[src/fsro_pkg.sv]
/*
 * Shared constants and carrier types for the fail-safe reset output controller.
 * Assumes a 100 MHz core clock; all times are converted to cycle counts here.
 */
package fsro_pkg;

	// Clock rate
	localparam int unsigned CLK_HZ = 100_000_000;

	// Times as printed, in their own units
	localparam int unsigned LONG_PULSE_MIN_US  = 9000;
	localparam int unsigned SHORT_PULSE_MIN_US = 900;
	localparam int unsigned STUCK_HI_MIN_US    = 500;
	localparam int unsigned RELEASE_MS         = 8;
	localparam int unsigned STUCK_LOW_S        = 8;

	// Cycle counts derived from the times
	localparam int unsigned LONG_PULSE_CYC  = LONG_PULSE_MIN_US * (CLK_HZ / 1_000_000);
	localparam int unsigned SHORT_PULSE_CYC = SHORT_PULSE_MIN_US * (CLK_HZ / 1_000_000);
	localparam int unsigned STUCK_HI_CYC    = STUCK_HI_MIN_US * (CLK_HZ / 1_000_000);
	localparam int unsigned RELEASE_CYC     = RELEASE_MS * (CLK_HZ / 1_000);
	localparam longint unsigned STUCK_LOW_CYC = longint'(STUCK_LOW_S) * longint'(CLK_HZ);

	// Fault counter
	localparam int unsigned CNT_W       = 4;
	localparam logic [3:0]  CNT_INIT    = 4'h1;
	localparam logic [3:0]  CNT_MAX_00  = 4'h2;
	localparam logic [3:0]  CNT_MAX_01  = 4'h6;
	localparam logic [3:0]  CNT_MAX_10  = 4'h8;
	localparam logic [3:0]  CNT_MAX_11  = 4'hC;
	localparam logic [1:0]  CNT_SEL_RST = 2'h1;

	// Monitor indices
	localparam int unsigned MON_CORE = 0;
	localparam int unsigned MON_IO   = 1;
	localparam int unsigned MON_AUX  = 2;
	localparam int unsigned MON_N    = 3;

	// Fault report from the three voltage monitors
	typedef struct packed {
		logic [MON_N-1:0] ov;
		logic [MON_N-1:0] uv;
	} mon_fault_t;

	// Configuration captured during the initialization phase
	typedef struct packed {
		logic [MON_N-1:0] pg_assign;
		logic [MON_N-1:0] ov_rst_en;
		logic [MON_N-1:0] uv_rst_en;
		logic             pg_reset_link_cfg;
		logic [1:0]       fault_count_max_sel;
		logic             reset_pulse_length_sel;
	} fs_cfg_t;

	// Open-drain pin: pull-low enable plus sensed level
	typedef struct packed {
		logic pull_low;
		logic sensed;
	} od_pin_t;

endpackage : fsro_pkg

[src/failsafe_reset_output_ctrl.sv]
/*
 * Fail-safe power-good and reset output control with pulse timing,
 * stuck-high and stuck-low detection, release timing and fault counting.
 * Assumes monitor faults and requests are synchronous to core_clk; pin
 * levels arrive asynchronously. Configuration is latched when init_done rises.
 */
// Function
// - Power-good asserted always forces reset asserted too.
// - Reset may assert alone without pulling power-good low.
// - Power-good low while any assigned monitor shows over or undervoltage.
// - Core, IO and aux monitors each selectable as power-good source.
// - Standby and power down hold both outputs low.
// - Reset-causing faults follow configuration latched in the init phase.
// - Reset line low longer than eight seconds enters deep fail-safe, except in standby and power down.
// - Pulse length select picks long or short reset pulse.
// - Stuck-high reported after mismatch persists for the filter time.
// - Reset released 8 ms after wake-up or power-on reset.
// - Link bit set makes every reset fault also assert power-good.
// - Faults not asserting reset leave fault counter unchanged, except other_fault and stuck-high, which count.
// - Fault counter starts at one after reset or leaving standby.
// - Two-bit select sets counter maximum to 2, 6, 8 or 12.
`timescale 1ns/100ps
module failsafe_reset_output_ctrl
	import fsro_pkg::*;
#(
	parameter longint unsigned STUCK_LOW_CYCLES = fsro_pkg::STUCK_LOW_CYC,
	parameter int unsigned     RELEASE_CYCLES   = fsro_pkg::RELEASE_CYC
) (
	// Clock and reset
	input  wire logic                 core_clk,
	input  wire logic                 rst_n,
	// Mode and configuration
	input  wire logic                 low_power_mode,
	input  wire logic                 init_done,
	input  wire fsro_pkg::fs_cfg_t    cfg_in,
	// Fault sources
	input  wire fsro_pkg::mon_fault_t mon_fault,
	input  wire logic                 pulse_req,
	input  wire logic                 other_fault,
	// Power-good pin
	output logic                      power_good_n_oe,
	output logic                      power_good_n_o,
	input  wire logic                 power_good_n_i,
	// Reset pin
	output logic                      reset_out_n_oe,
	output logic                      reset_out_n_o,
	input  wire logic                 reset_out_n_i,
	// Status
	output logic                      stuck_high_flag,
	output logic                      deep_failsafe_state,
	output logic [3:0]                fault_error_count,
	output logic                      fault_diag_flag
);
	import fsro_pkg::*;

	initial begin
		if (STUCK_LOW_CYCLES < 2 || STUCK_LOW_CYCLES > 64'hFFFF_FFFF || RELEASE_CYCLES < 1)
			$error("failsafe_reset_output_ctrl: unsupported timer parameters");
	end

	typedef enum logic [1:0] {ST_STARTUP, ST_RUN, ST_PULSE, ST_HOLD} rst_state_t;

	fs_cfg_t    cfg_r, cfg_nxt;
	logic       init_seen_r, init_seen_nxt;
	rst_state_t st_r, st_nxt;
	logic [31:0] tmr_r, tmr_nxt;
	logic [3:0] cnt_r, cnt_nxt;
	logic       deep_r, deep_nxt;
	logic       stuck_r, stuck_nxt;
	logic       diag_r, diag_nxt;
	logic       pg_low_r, pg_low_nxt;
	logic       rst_low_r, rst_low_nxt;
	logic       rel_hi_r, rel_hi_nxt;
	logic       ext_low_prev_r;

	logic       rst_pin_lvl;
	logic       pg_pin_lvl;
	logic       pg_fault;
	logic       rst_fault;
	logic       diag_fault;
	logic       rst_fault_prev_r;
	logic       ext_reset;
	logic       stuck_low_done;
	logic       stuck_hi_done;
	logic [3:0] cnt_max;
	logic [31:0] pulse_len;

	// Pin feedback synchronisers
	fsro_sync #(.RST_VAL(1'b0)) u_sync_rst (
		.core_clk  (core_clk),
		.rst_n     (rst_n),
		.pin_in    (reset_out_n_i),
		.level_out (rst_pin_lvl)
	);

	fsro_sync #(.RST_VAL(1'b0)) u_sync_pg (
		.core_clk  (core_clk),
		.rst_n     (rst_n),
		.pin_in    (power_good_n_i),
		.level_out (pg_pin_lvl)
	);

	// Reset line observed low for eight seconds
	fsro_timer #(.W(32)) u_t8s (
		.core_clk (core_clk),
		.rst_n    (rst_n),
		.run      (!rst_pin_lvl && !low_power_mode && !deep_r),
		.limit    (STUCK_LOW_CYCLES[31:0]),
		.done     (stuck_low_done)
	);

	// Commanded low but sensed high
	fsro_timer #(.W(32)) u_tsc (
		.core_clk (core_clk),
		.rst_n    (rst_n),
		.run      (rst_low_r && rst_pin_lvl),
		.limit    (STUCK_HI_CYC),
		.done     (stuck_hi_done)
	);

	// Fault decode from latched configuration
	always_comb begin
		pg_fault   = |((mon_fault.ov | mon_fault.uv) & cfg_r.pg_assign);
		rst_fault  = |((mon_fault.ov & cfg_r.ov_rst_en) |
			(mon_fault.uv & cfg_r.uv_rst_en));
		diag_fault = |((mon_fault.ov & ~cfg_r.ov_rst_en) |
			(mon_fault.uv & ~cfg_r.uv_rst_en));
		unique case (cfg_r.fault_count_max_sel)
			2'h0: cnt_max = CNT_MAX_00;
			2'h1: cnt_max = CNT_MAX_01;
			2'h2: cnt_max = CNT_MAX_10;
			2'h3: cnt_max = CNT_MAX_11;
		endcase
		pulse_len  = cfg_r.reset_pulse_length_sel ? LONG_PULSE_CYC : SHORT_PULSE_CYC;
		// Only a line seen high since release counts, so synchroniser lag is no false reset
		ext_reset  = (st_r == ST_RUN) && !rst_low_r && rel_hi_r && !rst_pin_lvl;
	end

	// Configuration capture, reset sequencing and fault counting
	always_comb begin
		cfg_nxt       = cfg_r;
		init_seen_nxt = init_seen_r;
		st_nxt        = st_r;
		tmr_nxt       = tmr_r;
		cnt_nxt       = cnt_r;
		deep_nxt      = deep_r;
		stuck_nxt     = stuck_r || stuck_hi_done;
		diag_nxt      = diag_r || diag_fault;
		rel_hi_nxt    = !rst_low_r && (rel_hi_r || (st_r == ST_RUN && rst_pin_lvl));
		if (init_done && !init_seen_r) begin
			cfg_nxt       = cfg_in;
			init_seen_nxt = 1'b1;
		end
		if (stuck_low_done)
			deep_nxt = 1'b1;
		if (low_power_mode) begin
			st_nxt  = ST_STARTUP;
			tmr_nxt = '0;
			cnt_nxt = CNT_INIT;
		end else begin
			unique case (st_r)
				ST_STARTUP: begin
					if (tmr_r + 32'h1 >= RELEASE_CYCLES) begin
						st_nxt  = ST_RUN;
						tmr_nxt = '0;
					end else
						tmr_nxt = tmr_r + 32'h1;
				end
				ST_RUN: begin
					if ((rst_fault && !rst_fault_prev_r) || pulse_req || ext_reset) begin
						st_nxt  = ST_PULSE;
						tmr_nxt = '0;
					end
				end
				ST_PULSE: begin
					if (tmr_r + 32'h1 >= pulse_len) begin
						st_nxt  = ST_HOLD;
						tmr_nxt = '0;
					end else
						tmr_nxt = tmr_r + 32'h1;
				end
				ST_HOLD: begin
					if (!rst_fault && !pg_fault)
						st_nxt = ST_RUN;
				end
			endcase
			// Count reset-causing events, stuck-high and other_fault, never requests or masked faults
			if (((rst_fault && !rst_fault_prev_r) || (ext_reset && !ext_low_prev_r) ||
				stuck_hi_done && !stuck_r || other_fault) && st_r != ST_STARTUP) begin
				if (cnt_r >= cnt_max)
					deep_nxt = 1'b1;
				else
					cnt_nxt = cnt_r + 4'h1;
			end
		end
		// Output levels
		pg_low_nxt  = low_power_mode || deep_nxt || pg_fault ||
			(cfg_r.pg_reset_link_cfg && (rst_fault || st_nxt == ST_PULSE));
		rst_low_nxt = pg_low_nxt || st_nxt != ST_RUN || rst_fault;
	end

	// Register all state
	always_ff @(posedge core_clk or negedge rst_n) begin
		if (!rst_n) begin
			cfg_r            <= '0;
			cfg_r.fault_count_max_sel <= CNT_SEL_RST;
			cfg_r.ov_rst_en  <= '1;
			init_seen_r      <= 1'b0;
			st_r             <= ST_STARTUP;
			tmr_r            <= '0;
			cnt_r            <= CNT_INIT;
			deep_r           <= 1'b0;
			stuck_r          <= 1'b0;
			diag_r           <= 1'b0;
			pg_low_r         <= 1'b1;
			rst_low_r        <= 1'b1;
			rel_hi_r         <= 1'b0;
			rst_fault_prev_r <= 1'b0;
			ext_low_prev_r   <= 1'b0;
		end else begin
			cfg_r            <= cfg_nxt;
			init_seen_r      <= init_seen_nxt;
			st_r             <= st_nxt;
			tmr_r            <= tmr_nxt;
			cnt_r            <= cnt_nxt;
			deep_r           <= deep_nxt;
			stuck_r          <= stuck_nxt;
			diag_r           <= diag_nxt;
			pg_low_r         <= pg_low_nxt;
			rst_low_r        <= rst_low_nxt;
			rel_hi_r         <= rel_hi_nxt;
			rst_fault_prev_r <= rst_fault;
			ext_low_prev_r   <= ext_reset;
		end
	end

	// Open-drain pins: enable pulls low, output data is constant low
	assign power_good_n_oe     = pg_low_r;
	assign power_good_n_o      = 1'b0;
	assign reset_out_n_oe      = rst_low_r;
	assign reset_out_n_o       = 1'b0;
	assign stuck_high_flag     = stuck_r;
	assign deep_failsafe_state = deep_r;
	assign fault_error_count   = cnt_r;
	assign fault_diag_flag     = diag_r;
endmodule : failsafe_reset_output_ctrl

[src/fsro_sync.sv]
/*
 * Three-stage pin synchroniser with agreement filter.
 * Assumes the input is asynchronous to core_clk.
 */
`timescale 1ns/100ps
module fsro_sync #(
	parameter logic RST_VAL = 1'b0
) (
	// Clock and reset
	input  wire logic core_clk,
	input  wire logic rst_n,
	// Data
	input  wire logic pin_in,
	output logic      level_out
);
	logic [2:0] sh_r;
	logic [2:0] sh_nxt;
	logic       lvl_r;
	logic       lvl_nxt;

	// Shift and accept a change once stages two and three agree
	always_comb begin
		sh_nxt  = {sh_r[1:0], pin_in};
		lvl_nxt = (sh_r[1] == sh_r[2]) ? sh_r[2] : lvl_r;
	end

	// Register stages
	always_ff @(posedge core_clk or negedge rst_n) begin
		if (!rst_n) begin
			sh_r  <= {3{RST_VAL}};
			lvl_r <= RST_VAL;
		end else begin
			sh_r  <= sh_nxt;
			lvl_r <= lvl_nxt;
		end
	end

	assign level_out = lvl_r;
endmodule : fsro_sync

[src/fsro_timer.sv]
/*
 * Up-counter that measures how long a condition has held.
 * Assumes a same-clock condition; done is high once the limit is reached.
 */
`timescale 1ns/100ps
module fsro_timer #(
	parameter int unsigned W = 32
) (
	// Clock and reset
	input  wire logic         core_clk,
	input  wire logic         rst_n,
	// Control
	input  wire logic         run,
	input  wire logic [W-1:0] limit,
	output logic              done
);
	logic [W-1:0] cnt_r;
	logic [W-1:0] cnt_nxt;

	// Count while run holds, saturate at limit, clear otherwise
	always_comb begin
		if (!run)
			cnt_nxt = '0;
		else if (cnt_r >= limit)
			cnt_nxt = cnt_r;
		else
			cnt_nxt = cnt_r + W'(1);
	end

	always_ff @(posedge core_clk or negedge rst_n) begin
		if (!rst_n)
			cnt_r <= '0;
		else
			cnt_r <= cnt_nxt;
	end

	assign done = run && (cnt_r >= limit);
endmodule : fsro_timer

[config.mk]
export PLATFORM = sky130hd
export DESIGN_NAME = failsafe_reset_output_ctrl
export DESIGN_NICKNAME = d
export VERILOG_FILES = /design/src/fsro_pkg.sv /design/src/failsafe_reset_output_ctrl.sv /design/src/fsro_sync.sv /design/src/fsro_timer.sv
export SDC_FILE = /design/constraint.sdc
export NUM_CORES = 1
export LEC_CHECK = 0
export BUFFER_PORTS_ARGS = -buffer_cell sky130_fd_sc_hd__buf_2
export CORE_MARGIN = 5
export CORE_UTILIZATION = 46
export CTS_CLUSTER_DIAMETER = 120
export CTS_CLUSTER_SIZE = 14
export DETAILED_ROUTE_END_ITERATION = 10
export MAX_ROUTING_LAYER = met4
export PLACE_DENSITY = 0.61
export SETUP_SLACK_MARGIN = 0.3
export SYNTH_ARGS = -nofsm -noshare
export SYNTH_HDL_FRONTEND = slang
export SYNTH_SLANG_ARGS = --single-unit
[constraint.sdc]
create_clock -name core_clk -period 8.2 [get_ports core_clk]
set_clock_uncertainty 0.05 [all_clocks]
set_input_delay 1.64 -clock core_clk [delete_from_list [all_inputs] [get_ports core_clk]]
set_output_delay 1.64 -clock core_clk [all_outputs]
set_load 0.005 [all_outputs]
==> results of run 1 <==
[routing by layer]
layer / track usage / vias to the layer above
li1: - / 2644
met1: 0.226 / 2630
met5: - / -
met3: 0.0494 / 18
met4: 0.0670 / 0
met2: 0.273 / 85
[layout make-up]
| cell class | instances | area [sq um] |
|---|---|---|
| inverter | 26 | 97.6 |
| multi-input combinational | 548 | 3490 |
| clock inverter | 8 | 81.3 |
| timing repair buffer | 37 | 195 |
| sequential | 128 | 3210 |
| tap | 184 | 230 |
| fill | 1329 | 6850 |
| antenna | 1 | 2.50 |
| clock buffer | 23 | 488 |
[report_power, final]
group	internal (W)	leakage, nW	switching [W]	total, W
clock network	0.000447	0.275	0.000274	0.000721
registers	0.000669	1.71	0.0000452	0.000714
logic	0.000123	1.36	0.000208	0.000331
total	0.00124	3.35	0.000527	0.00177
[flip-flops by register name, indices dropped and copies added (netlist names)]
register / count
stuck_high_flag: 1
u_sync_rst.level_out: 1
u_tsc.cnt_r: 32
reset_out_n_oe: 1
deep_failsafe_state: 1
rel_hi_r: 1
fault_diag_flag: 1
power_good_n_oe: 1
st_r: 2
fault_error_count: 4
u_t8s.cnt_r: 32
init_seen_r: 1
ext_low_prev_r: 1
rst_fault_prev_r: 1
tmr_r: 32
cfg_r: 13
u_sync_rst.sh_r: 3
[per-stage QoR]
| stage | instances | utilization | hold slack, ns |
|---|---|---|---|
| 6_report | 955 | 0.532 | 0.327 |
| 2_1_floorplan | 729 | - | 0.281 |
| 3_3_place_gp | 923 | 0.493 | 0.312 |
| 4_1_cts | 954 | 0.532 | 0.327 |
| 5_1_grt | 955 | 0.532 | 0.337 |
| 3_5_place_dp | 923 | 0.493 | 0.314 |
[worst paths after layout]
path,to,startpoint,depth (start not counted)
worst min register to register,u_sync_rst.sh_r[1],u_sync_rst.sh_r[0],0
min in group asynchronous,cfg_r[5],rst_n,1
worst min-delay path,u_sync_rst.sh_r[1],u_sync_rst.sh_r[0],0
worst max-delay path,tmr_r[2],tmr_r[0],15
worst max register to register,tmr_r[2],tmr_r[0],15
max in group asynchronous,tmr_r[27],rst_n,2
[cells in the mapped netlist, drive strengths merged, types with 13 or more instances]
library cell and n:
a31oi 25, and3 19, o21ai 35, xor2 18, nand3 38, xnor2 33
or3 15, dfrtp 121, nor3 14, inv 26, nand4 18, clkbuf 14
and2 14, ha 22, nand2 58, a21oi 37, nor2 100, buf 13
[critical path: cells and delay by family (launching register included)]
kind | cells | cell delay (ns)
compound gates | 6 | 1.12
xor+xnor | 1 | 0.24
fa+ha+maj | 2 | 0.60
buf+inv | 1 | 0.39
flops | 1 | 0.46
simple gates | 5 | 1.17
[kinds of logic after synthesis]
family                     after synthesis  share of synthesized area
AOI/OAI and AO/OA                      139                      0.130
other                                    1                   0.000541
buffers and inverters                   53                     0.0357
xor gates and xnor gates                51                     0.0644
and+or+nand+nor                        321                      0.246
DFF                                    128                      0.463
muxes                                   12                     0.0188
adders and majority gates               23                     0.0412
==> impl_metrics.yaml, run 1 <==
global_routing:
  grt_pass1_vias: 5269
  grt_max_degree: 80
  grt.total_usage: 0.178
  grt_pass1_wl_um: 25000
  grt-ovfl-total: 0
  antenna_found_initial: 1
floorplan:
  rows: 44
  die_x_um: 133
  fp.dieH_um: 133
  core-area_sq_um: 14600
  dieArea_sq_um: 17600
  start_util: 0.473
  io_pins: 38
synth:
  avgSynthCellArea_sq_um: 9.52
  netlist_area_sq_um: 6930
  yosysWarnings: 0
  synth_top_area_share: 0.437
  synth.distinct_cells: 74
  synth-async-reset-ratio: 1.00
  yosysTopAreaCell: "dfrtp_1"
  synth_ff_type: "dfrtp_1"
  synth_area_leaders: "dfrtp_1 44%, nor2_1 5.4%, xnor2_1 4.2%"
  ys_ff_latch: 128
  synth-edff-count: 0
  seq_area_frac_synth: 0.463
  syn-instance-count: 728
pwr:
  design_power_total_w: 0.00177
  power_density_nw_per_um2: 227
  ir_worst_vdd_v: 0.000199
  power_leakage_nw: 3.35
route:
  ant_nets: 0
  drtIter0Drc: 269
  wirelength_um: 14500
  wl_per_cell_um: 15.2
  avgViaCountPerCell: 5.63
  dr.pass1.iters: 5
  wl_met2_um: 6850
  route.detailed.drc: 0
  routed.top_layer: "met4"
  drt-met1-wl_um: 6910
  dr_wl_met3_um: 519
  vias: 5377
clock_network:
  root_buffer: "clkbuf_16"
  cts.repair.resized: 0
  clkLatencyLatePin_ns: 0.42
  clkTransAtPathRegs_ns: 0.05
  cts_tree: "yes"
  cts.path.max_buffers: 2
  clkSinkCount: 128
  cts_buffers: 17
  h-tree-depth: 4
  post_cts_buffers: 0
  holdBufCountCts: 0
worst_setup_path:
  cpPeakStageDelay_ns: 0.46
  timing.critical_path.mode_cell: "ha_1"
  critPathMaxFanout: 34
  crit_chain: "ha_1, nand3_4, or3_1, nor2_1, xor2_1, ha_1, a21o_1, a21oi_1, nand2b_1, a41oi_1, o21ai_2, o32ai_4, buf_4, or2b_1, a31oi_1"
  cp-start-kind: "register"
  path_class: "reg -> reg"
  crit_slowest_cell: "dfrtp_1"
  rrSetupSlack_ns: 4.07
  critical_path_required_ns: 8.49
  cp.arrival_ns: 4.43
  cp-end-kind: "register"
layout:
  num-nets-final: 807
  layout_commonest_cell: "dfrtp_1"
  final_cell_area_sq_um: 7790
  drive_gt1_frac: 0.140
  area_growth_pct: 12.4
  final_cell_mix: "121 x dfrtp_1, 99 x nor2_1, 56 x nand2_1"
placed_design:
  port_buffers: 34
  gp_congestion: 0.826
  post-place-ws_ns: 4.08
  placed_area_sq_um: 7220
  post-dp-hpwl_um: 9830
flow_run:
  max_cap_viol_count: 0
sta:
  maxSlewViolCount: 0
  hold_violations: 0
  post-route-min-period_ns: 4.13
  setup_violations: 0
  fin_ws_ns: 4.07
  fmax_mhz: 242
  tightestPinTransition_ns: 1.17
  rsz0062_at_grt: "false"
  setup_tns_ns: 0
  slew_headroom: 0.218
  fin_crit_sh: 0.504
run_status:
  outcome: "complete, no violations"
min_path:
  hold_path.class: "reg -> reg"
No activity file was read; power rests on OpenSTA's default activity.
==> run 2: changes to the inputs <==
Settings changed: PLACE_DENSITY 0.61 to 0.63.
Clock period 8.2 ns to 3.46 ns, I/O delays scaled along.
==> run 2 against run 1 <==
- critical path depth is 1 lower
- first-iteration DRC count is 93% higher
- sequential share of layout area is 3.7 points lower
- sequential power is 140% higher
- power grew to 2.7 times the previous value
- largest cell class unchanged
- global-route usage is 0.92 points higher
==> impl_metrics.yaml, run 2 (synthesis results as in run 1) <==
route:
  ant_nets: 0
  vias: 5662
  wirelength_um: 15900
  drtIter0Drc: 520
  route.detailed.drc: 0
  wl_per_cell_um: 15.7
  avgViaCountPerCell: 5.58
  dr.pass1.iters: 5
global_routing:
  antenna_found_initial: 2
  grt_pass1_vias: 5643
  grt_pass1_wl_um: 26600
  grt.total_usage: 0.187
  grt-ovfl-total: 0
  grt_max_degree: 69
clock_network:
  clkLatencyLatePin_ns: 0.41
  cts.path.max_buffers: 2
  clkSinkCount: 128
  holdBufCountCts: 0
  h-tree-depth: 4
  clkTransAtPathRegs_ns: 0.06
  cts_tree: "yes"
  cts_buffers: 17
  root_buffer: "clkbuf_16"
floorplan:
  core-area_sq_um: 14600
  dieArea_sq_um: 17600
  fp.dieH_um: 133
  rows: 44
  io_pins: 38
  start_util: 0.473
  die_x_um: 133
worst_setup_path:
  r2r_start: "tmr_r[14]"
  cp.arrival_ns: 3.71
  cp-start-kind: "register"
  path_class: "reg -> reg"
  crit_slowest_cell: "or4b_4"
  cp-end-kind: "register"
  critical_path_required_ns: 3.72
  r2r_cells: 14
  timing.rr.end: "reset_out_n_oe"
  crit_chain: "nand4_1, buf_4, nor3_4, xor2_2, ha_1, nand3_1, o31ai_2, or4b_4, o21ai_4, buf_4, buf_6, nor3_2, nor4_2, nand3_1"
  cpPeakStageDelay_ns: 0.51
  rrSetupSlack_ns: 0.01
  critPathMaxFanout: 3
placed_design:
  post-dp-hpwl_um: 10500
  port_buffers: 34
  gp_congestion: 0.885
sta:
  maxSlewViolCount: 0
  fin_crit_sh: 0.996
  fmax_mhz: 290
  tightestPinTransition_ns: 1.10
  setup_violations: 0
  setup_tns_ns: 0
  whs_ns: 0.123
  slew_headroom: 0.267
  hold_violations: 0
  rsz0062_at_grt: "true"
  post-route-min-period_ns: 3.45
layout:
  multiInputGateArea_sq_um: 3680
  layout_commonest_cell: "dfrtp_1"
  area_growth_pct: 23.7
  biggestRegsByFlops: "tmr_r x32, u_t8s.cnt_r x32, u_tsc.cnt_r x32"
  drive_gt1_frac: 0.242
  post-route-util: 0.586
  seq_area_sq_um: 3220
  final_cell_mix: "116 x dfrtp_1, 97 x nor2_1, 54 x buf_4"
  num-nets-final: 864
  fillers: 1215
pwr:
  ir_worst_vdd_v: 0.000424
  power_leakage_nw: 3.73
  power_density_nw_per_um2: 555
min_path:
  hold_path.class: "in -> async"
flow_run:
  max_cap_viol_count: 0
run_status:
  outcome: "complete, no violations"
## run 2: cell types whose count changed in the layout (fill, tap and decap cells not counted), moves of 3 or more
cell       change
buf_4         +50
dfrtp_1        -5
dfrtp_2        +5
bufinv_16      +3
ha_1           -3
ha_4           +3
nand2_1        -3
nand2_2        +3
xor2_1         -3
## run 2: stage by stage
step,setup WS (ns),total power [W],cell area (sq um),instances
6_report,0.0129,0.00476,8580,1014
5_1_grt,-0.162,0.00500,8580,1014
4_1_cts,0.0502,0.00462,8330,998
3_5_place_dp,-0.00679,0.00256,7530,957
3_3_place_gp,0.0830,0.00253,7530,957
2_1_floorplan,0.115,0.00235,6980,729
## run 2: repair_timing
action / CTS / global route
pin swaps: 7 / 6
resized for setup: 17 / 18
endpoints found under the setup margin: 23 / 23
buffers inserted: 8 / 12
cloned: 1 / 2
## run 2: layout make-up
cell class	count	area share
Multi-Input combinational cell	548	0.429
Sequential cell	128	0.375
Timing Repair Buffer	94	0.0829
Clock buffer	19	0.0528
Tap cell	184	0.0268
Clock inverter	13	0.0216
Inverter	26	0.0114
Antenna cell	2	0.000584
## run 2: routing by layer
layer	global-route usage	up-vias	share of wire
li1	-	2754	-
met1	0.248	2726	0.46
met2	0.282	159	0.46
met3	0.0535	23	0.057
met4	0.0548	0	0.015
met5	-	-	0
## run 2: where the power goes
| group | total [W] | internal (W) | switching, W |
|---|---|---|---|
| combinational | 0.00118 | 0.000563 | 0.000620 |
| clock | 0.00190 | 0.00124 | 0.000657 |
| sequential | 0.00168 | 0.00159 | 0.0000902 |
| total | 0.00476 | 0.00339 | 0.00137 |
## run 2: worst max path at each step
stage	startpoint	endpoint	cells after the start	slack, ns
6_report	tmr_r[14]	reset_out_n_oe	14	0.01
5_1_grt	tmr_r[14]	reset_out_n_oe	14	-0.16
4_1_cts	tmr_r[5]	tmr_r[0]	13	0.05
3_5_place_dp	tmr_r[6]	tmr_r[12]	14	-0.007
3_3_place_gp	tmr_r[3]	tmr_r[13]	13	0.08
2_1_floorplan	tmr_r[9]	tmr_r[14]	13	0.11
## run 2: critical path: cells and delay by family, from the launching register on
family,cells,cell delay (ns)
AO/OA/AOI/OAI,2,0.47
AND/OR/NAND/NOR,7,1.52
flip-flops,1,0.42
XOR/XNOR,1,0.12
buffers and inverters,3,0.43
adder cells (fa/ha/maj),1,0.31
